$ cat config.mk
export PLATFORM = sky130hd
export DESIGN_NAME = bus_fault_status_recorder
export DESIGN_NICKNAME = d
export VERILOG_FILES = /design/src/logic/fault_recorder_pkg.sv /design/src/logic/bus_fault_status_recorder.sv
export SDC_FILE = /design/constraint.sdc
export NUM_CORES = 1
export LEC_CHECK = 0
export ABC_AREA = 1
export BUFFER_PORTS_ARGS = -buffer_cell sky130_fd_sc_hd__buf_2
export CAP_MARGIN = 20
export CORE_MARGIN = 3
export CORE_UTILIZATION = 51
export DETAILED_ROUTE_END_ITERATION = 10
export PLACE_DENSITY = 0.86
export SLEW_MARGIN = 20
export SYNTH_ARGS = -nofsm -noshare
export SYNTH_HDL_FRONTEND = slang
export SYNTH_SLANG_ARGS = --single-unit
$ cat constraint.sdc
create_clock -name mclk_in -period 8.1 [get_ports mclk_in]
set_input_delay 1.62 -clock mclk_in [delete_from_list [all_inputs] [get_ports mclk_in]]
set_output_delay 1.62 -clock mclk_in [all_outputs]
set_load 0.1 [all_outputs]
$ cat src/logic/fault_recorder_pkg.sv
package fault_recorder_pkg;

    // Printed byte addresses of the two registers and their aliases
    localparam logic [31:0] STATUS_ADDR = 32'he000ed29;
    localparam logic [31:0] STATUS_WORD_ADDR = 32'he000ed28;
    localparam logic [31:0] ADDRESS_ADDR = 32'he000ed38;
    localparam logic [31:0] STATUS_NS_ALIAS_ADDR = 32'he002ed29;
    localparam logic [31:0] STATUS_NS_ALIAS_WORD_ADDR = 32'he002ed28;
    localparam logic [31:0] ADDRESS_NS_ALIAS_ADDR = 32'he002ed38;

    // Access sizes on the register port
    localparam logic [1:0] SIZE_BYTE = 2'h0;
    localparam logic [1:0] SIZE_HALF = 2'h1;
    localparam logic [1:0] SIZE_WORD = 2'h2;

    // Status field positions
    localparam int FETCH_BUS_ERROR_BIT = 0;
    localparam int PRECISE_DATA_ERROR_BIT = 1;
    localparam int IMPRECISE_DATA_ERROR_BIT = 2;
    localparam int RETURN_UNSTACKING_ERROR_BIT = 3;
    localparam int ENTRY_STACKING_ERROR_BIT = 4;
    localparam int LAZY_FP_SAVE_ERROR_BIT = 5;
    localparam int RESERVED_BIT = 6;
    localparam int ADDRESS_VALID_FLAG_BIT = 7;

    // Status byte sits in bits [15:8] of the combined fault status word
    localparam int STATUS_WORD_LSB = 8;
    localparam int STATUS_WIDTH = 8;
    localparam logic [7:0] STATUS_RESET = 8'h00;
    localparam logic [7:0] STATUS_WRITABLE = 8'hbf;

    // Cause tags presented with an error event
    localparam logic [2:0] CAUSE_PRECISE = 3'h1;
    localparam logic [2:0] CAUSE_IMPRECISE = 3'h2;
    localparam logic [2:0] CAUSE_UNSTACK = 3'h3;
    localparam logic [2:0] CAUSE_STACK = 3'h4;
    localparam logic [2:0] CAUSE_LAZY_FP = 3'h5;
    localparam logic [2:0] CAUSE_FETCH = 3'h6;

endpackage

$ cat src/logic/bus_fault_status_recorder.sv
// Local design decision: strobed register access.
`timescale 1ns/1ps

// Functional notes
// - 32-bit register captures precise data fault address
// - Address meaningful only while valid flag set
// - Precise error sets flag, captures address, valid
// - Status is 8-bit write-one-to-clear byte
// - Address alias for Secure non-debug access, zero otherwise
// - Status alias for Secure non-debug access, zero otherwise
// - Secure routing hides Non-secure views, ignores writes
// - Unprivileged access faults instead of completing
// - Address register accepts only word accesses
// - Status accepts byte/half/word with main extension
// - Lazy floating-point save error sets bit 5
// - Entry stacking error sets bit 4
// - Return unstacking error sets bit 3
// - Imprecise error sets bit 2, no address
// - Fetch error recorded only once instruction issues
// - Flags clear on warm reset, bit 6 zero
// - Address register content not reset
// - Shared store undefined while memmanage valid set
// - Shared store never leaks Secure addresses
// - One physical instance serves both Security states
// - Routing input: 0 Secure, 1 Non-secure
module bus_fault_status_recorder #(
    parameter bit MAIN_EXTENSION = 1'b1,
    parameter bit SHARED_ADDRESS_STORE = 1'b0
) (
    input wire logic mclk_in,
    input wire logic srst_in,
    input wire logic [31:0] bus_addr_in,
    input wire logic [31:0] bus_wdata_in,
    input wire logic [1:0] bus_size_in,
    input wire logic bus_wr_in,
    input wire logic bus_rd_in,
    input wire logic bus_priv_in,
    input wire logic bus_secure_in,
    input wire logic bus_debug_in,
    input wire logic fault_nonsecure_route_in,
    input wire logic memmanage_address_valid_in,
    input wire logic evt_valid_in,
    input wire logic [2:0] evt_cause_in,
    input wire logic [31:0] evt_addr_in,
    input wire logic insn_issue_in,
    input wire logic fetch_flush_in,
    output logic [31:0] bus_rdata_out,
    output logic bus_fault_out,
    output logic [7:0] status_out
);

    typedef struct packed {
        logic [7:0] status;
        logic [31:0] address;
        logic fetch_pending;
        logic [31:0] rdata;
        logic fault;
    } state_type;

    state_type st_q;
    state_type st_d;

    // Status hit: byte at the printed offset, or half/word at the word base.
    // Returns {hit, status in bits [15:8]}.
    function automatic logic [1:0] status_hit(input logic [31:0] addr, input logic [1:0] size,
                                              input logic [31:0] byte_addr,
                                              input logic [31:0] word_addr);
        logic [1:0] res;
        res = 2'h0;
        if (addr == byte_addr && size == fault_recorder_pkg::SIZE_BYTE && MAIN_EXTENSION) begin
            res = 2'h2;
        end else if (addr == word_addr && size == fault_recorder_pkg::SIZE_HALF
                     && MAIN_EXTENSION) begin
            res = 2'h3;
        end else if (addr == word_addr && size == fault_recorder_pkg::SIZE_WORD) begin
            res = 2'h3;
        end
        return res;
    endfunction

    logic [1:0] st_main;
    logic [1:0] st_alias;
    logic ad_main;
    logic ad_alias;
    logic mapped;
    logic allowed;
    logic visible;
    logic [7:0] wr_byte;
    logic [7:0] set_mask;
    logic [7:0] clr_mask;
    logic [31:0] addr_view;

    // Decode and visibility; one instance, two views of it
    always_comb begin
        st_main = status_hit(bus_addr_in, bus_size_in, fault_recorder_pkg::STATUS_ADDR,
                             fault_recorder_pkg::STATUS_WORD_ADDR);
        st_alias = status_hit(bus_addr_in, bus_size_in,
                              fault_recorder_pkg::STATUS_NS_ALIAS_ADDR,
                              fault_recorder_pkg::STATUS_NS_ALIAS_WORD_ADDR);
        // Sub-word accesses to the address register are simply not decoded
        ad_main = (bus_addr_in == fault_recorder_pkg::ADDRESS_ADDR)
                  && (bus_size_in == fault_recorder_pkg::SIZE_WORD);
        ad_alias = (bus_addr_in == fault_recorder_pkg::ADDRESS_NS_ALIAS_ADDR)
                   && (bus_size_in == fault_recorder_pkg::SIZE_WORD);
        mapped = st_main[1] | st_alias[1] | ad_main | ad_alias;
        // The debugger counts as privileged
        allowed = bus_priv_in | bus_debug_in;
        if (st_main[1] | ad_main) begin
            // Non-secure callers see the Non-secure view here
            visible = bus_secure_in | fault_nonsecure_route_in;
        end else if (st_alias[1] | ad_alias) begin
            visible = bus_secure_in & ~bus_debug_in & fault_nonsecure_route_in;
        end else begin
            visible = 1'b0;
        end
        if (st_main[0] | st_alias[0]) begin
            wr_byte = bus_wdata_in[fault_recorder_pkg::STATUS_WORD_LSB +: 8];
        end else begin
            wr_byte = bus_wdata_in[7:0];
        end
        // Shared store reads zero while the memmanage address valid input is set
        if (SHARED_ADDRESS_STORE && memmanage_address_valid_in) begin
            addr_view = 32'h0000_0000;
        end else begin
            addr_view = st_q.address;
        end
    end

    // Next-state: events set, writes clear, set wins
    always_comb begin
        st_d = st_q;
        st_d.fault = 1'b0;
        st_d.rdata = 32'h0000_0000;
        set_mask = 8'h00;
        clr_mask = 8'h00;
        if (evt_valid_in) begin
            case (evt_cause_in)
                fault_recorder_pkg::CAUSE_PRECISE: begin
                    set_mask[fault_recorder_pkg::PRECISE_DATA_ERROR_BIT] = 1'b1;
                    set_mask[fault_recorder_pkg::ADDRESS_VALID_FLAG_BIT] = 1'b1;
                end
                fault_recorder_pkg::CAUSE_IMPRECISE: begin
                    set_mask[fault_recorder_pkg::IMPRECISE_DATA_ERROR_BIT] = 1'b1;
                end
                fault_recorder_pkg::CAUSE_UNSTACK: begin
                    set_mask[fault_recorder_pkg::RETURN_UNSTACKING_ERROR_BIT] = 1'b1;
                end
                fault_recorder_pkg::CAUSE_STACK: begin
                    set_mask[fault_recorder_pkg::ENTRY_STACKING_ERROR_BIT] = 1'b1;
                end
                fault_recorder_pkg::CAUSE_LAZY_FP: begin
                    set_mask[fault_recorder_pkg::LAZY_FP_SAVE_ERROR_BIT] = 1'b1;
                end
                fault_recorder_pkg::CAUSE_FETCH: begin
                    st_d.fetch_pending = 1'b1;
                end
                default: begin
                end
            endcase
        end
        // A prefetch error waits until its instruction actually issues
        if (st_q.fetch_pending && insn_issue_in) begin
            set_mask[fault_recorder_pkg::FETCH_BUS_ERROR_BIT] = 1'b1;
            st_d.fetch_pending = 1'b0;
        end else if (st_q.fetch_pending && fetch_flush_in) begin
            st_d.fetch_pending = 1'b0;
        end
        // Register port; unprivileged hits fault and change nothing
        if ((bus_wr_in | bus_rd_in) && mapped && !allowed) begin
            st_d.fault = 1'b1;
        end else if (bus_wr_in && visible) begin
            if (st_main[1] | st_alias[1]) begin
                clr_mask = wr_byte & fault_recorder_pkg::STATUS_WRITABLE;
            end else begin
                st_d.address = bus_wdata_in;
            end
        end else if (bus_rd_in && visible) begin
            if (st_main[0] | st_alias[0]) begin
                st_d.rdata[fault_recorder_pkg::STATUS_WORD_LSB +: 8] = st_q.status;
            end else if (st_main[1] | st_alias[1]) begin
                st_d.rdata[7:0] = st_q.status;
            end else begin
                st_d.rdata = addr_view;
            end
        end
        st_d.status = ((st_q.status & ~clr_mask) | set_mask)
                      & fault_recorder_pkg::STATUS_WRITABLE;
        // Event capture after the write so a same-cycle fault address wins
        if (evt_valid_in && evt_cause_in == fault_recorder_pkg::CAUSE_PRECISE) begin
            st_d.address = evt_addr_in;
        end
        // Warm reset clears flags; the address store is left alone
        if (srst_in) begin
            st_d.status = fault_recorder_pkg::STATUS_RESET;
            st_d.fetch_pending = 1'b0;
            st_d.rdata = 32'h0000_0000;
            st_d.fault = 1'b0;
            st_d.address = st_q.address;
        end
    end

    // Single state register
    always_ff @(posedge mclk_in) begin
        st_q <= st_d;
    end

    assign bus_rdata_out = st_q.rdata;
    assign bus_fault_out = st_q.fault;
    assign status_out = st_q.status;

endmodule // bus_fault_status_recorder

==> results.md <==
* FP Rows at 29
* Top cell type's share of synthesized area at 28.0%
* CP required at 8.06 ns
* Initial antenna violation count at 0
* Mapped Nets at 543
* Io pins at 154
* Via density at 4.78
* Crit Path Category: in2reg
* Final hold violation count at 0
* Number of synthesized register bits at 73
* Tot Pwr at 788 uW
* Slew margin rel. at 33.5%
* Final #Nets at 653
* Fin crit period at 3.81 ns
* Unrepaired setup endpoints after global routing: no
* TritonCTS clock tree: built
* DP HPWL at 6210 um
* Clock Skew at 0.00829 ns
* HP Class: reg2reg
* Fillers at 522
* Share of cells above drive strength 1 at 34.3%
* Worst-margin pin slew at 0.995 ns
* Syn Area/Cell at 7.98 um2
* Setup bufs post-CTS at 0
* CP Capture Type: register
* Number of buffers created by CTS at 9
* Met1 usage at 25.7%
* Synth unique cells at 24
* Fin Setup TNS at 0 ns
* Worst-Skew Late Latency at 0.34 ns
* Syn Inst Count at 430
* Drt pass-1 iters at 5
* Switching portion of total power at 22.3%
* Routed Antenna Nets at 0
* Die Area at 0.00775 mm2
* Final WL at 8110 um
* Die Ht at 88.0 um
* Clock share of power at 41.5%
* Global-route wire length before repair at 12300 um
* Yosys warnings at 0
* CTS Root Cell: clkbuf_8
* Status: finished, final reports clean
* Leading cell types in the layout, fill and taps excluded: buf_2, nand2_1, inv_1, dfxtp_1, nor2_1
* Largest area contributor in the netlist: edfxtp_1
* Leakage Power at 2.20 nW
* Total grt overflow at 0
* Vias in the first global route at 2671
* Combinational cell fraction of total power at 8.8%
* PwrDens at 188 mW/mm2
* Tcrit/Tclk final at 47.0%
* Core Region at 0.00642 mm2
* NetSw at 176 uW
* VDD IR-drop max at 0.0843 mV
* CP arrival at 3.77 ns
* Synth top area cells: edfxtp_1, dfxtp_1, nand2_1, buf_4, inv_1
* Sequential area share after synthesis at 51.9%
* Commonest non-fill, non-tap cell in the layout: buf_2
* GRT met2 Usage at 35.5%
* Clock Path Buffers at 2
* Setup violations, final at 0
* H-Tree Depth at 3
* Pin count of the biggest net entering global routing at 40
* Met3 GRT Util at 4.89%
* Die Width at 88.0 um
* CP max FO at 32
* Area growth syn-to-layout at 22.1%
* Clock Sinks at 73
* Routed via count at 2974
* Most Crowded Layer GR: met2
* PostCTS Resize Cnt at 0
* Clk pin slew, worst setup/hold paths at 0.08 ns
* Internal at 613 uW
* Drt wl/cell at 13.0 um
* Input/output buffers at 151
* Peak Freq at 0.263 GHz
* Synthesized area at 0.00343 mm2
* Gr usage total at 21.0%
* Crit start category: primary input
* Number of diodes at 0
* 1st-iter DRT viols at 171
* Sequential Power Share at 49.7%
* # DRC at 0
* Placer congestion estimate at 0.849
* Post-cts hold buffer count at 0
* Reported max-cap violation count at 0
* Initial Util at 53.4%
* Final Slew Violations at 0
power groups by stage:
stage | registers (mW) | logic, mW | clock network, mW
after global routing | 0.392 | 0.0769 | 0.344
final | 0.392 | 0.0691 | 0.327
after CTS | 0.391 | 0.0686 | 0.332
after global placement | 0.400 | 0.0658 | 0
after floorplan | 0.399 | 0.0357 | 0
after detailed placement | 0.400 | 0.0684 | 0
worst paths after layout:
check                                             from                     endpoint  slack (ns)  cells after the start
worst max-delay path                   bus_addr_in[12]      addr_view[13]$_DFFE_PP_        4.29                     12
worst max register to register  addr_view[9]$_DFFE_PP_  bus_rdata_out[9]$_SDFF_PP0_        7.24                      4
worst min register to register  addr_view[6]$_DFFE_PP_  bus_rdata_out[6]$_SDFF_PP0_        0.46                      2
worst min-delay path            addr_view[6]$_DFFE_PP_  bus_rdata_out[6]$_SDFF_PP0_        0.46                      2
area by class of cell:
cell class	count	area, um2	share of cell area, %
flip-flops and latches	73	1780	42.5
clock inverters	5	85.1	2.03
well taps	77	96.3	2.30
repair buffers	152	771	18.4
clock buffers	11	153	3.64
inverters	46	173	4.12
multi-input cells	258	1130	27.0
cells by family (layout without fill, tap and decap cells):
logic type             Yosys count  count (layout)  share of synthesized area [%]
AO/OA/AOI/OAI                   39              39                           5.80
XOR/XNOR                         1               1                          0.255
buffers and inverters           99             214                           15.5
flip-flops                      73              73                           51.9
other                            1               1                          0.109
AND/OR/NAND/NOR                217             217                           26.4
flip-flops by register name, summed over array words and instances (netlist names):
name / flops
st_q: 1
addr_view: 32
status_out: 7
bus_rdata_out: 32
bus_fault_out: 1
Yosys cell counts:
master / number
buf_6: 1
nand3b_1: 1
nor3_4: 1
nand4_1: 4
buf_1: 2
xor2_1: 1
inv_2: 1
buf_4: 40
dfxtp_1: 41
nor2_1: 34
edfxtp_1: 32
a21oi_2: 1
conb_1: 1
a21oi_1: 16
nand2_1: 143
buf_2: 2
clkbuf_1: 8
nand2_2: 2
o21ai_0: 22
nor3_1: 3
inv_1: 45
nand3_1: 15
nand3_2: 1
nor2_2: 13
critical path, stage by stage:
cell	delay, ns
buf_2	0.09
inv_1	0.04
nand2_1	0.04
nor2_1	0.08
nand3_1	0.12
nor2_2	0.14
nand2_1	0.08
nand2_2	0.09
nand3_2	0.11
nor2_2	0.31
nand3_1	0.19
a21oi_4	0.83
layer usage:
metal | up-vias | part of all wire (%)
met5 | - | 0
met4 | 0 | 2.0
met3 | 14 | 7.2
met2 | 125 | 51
met1 | 1321 | 40
li1 | 1514 | -
stage by stage:
step / area [um2] / utilization [%] / cells / worst slack (ns) / hold slack, ns
2_1_floorplan: 3430 / - / 430 / 3.54 / 0.439
3_3_place_gp: 3940 / 61.3 / 605 / 3.92 / 0.443
3_5_place_dp: 3940 / 61.3 / 605 / 3.84 / 0.450
4_1_cts: 4170 / 65.0 / 621 / 4.21 / 0.468
5_1_grt: 4190 / 65.2 / 622 / 4.08 / 0.499
6_report: 4190 / 65.2 / 622 / 4.29 / 0.463
No activity file was read; power rests on OpenSTA's default activity.
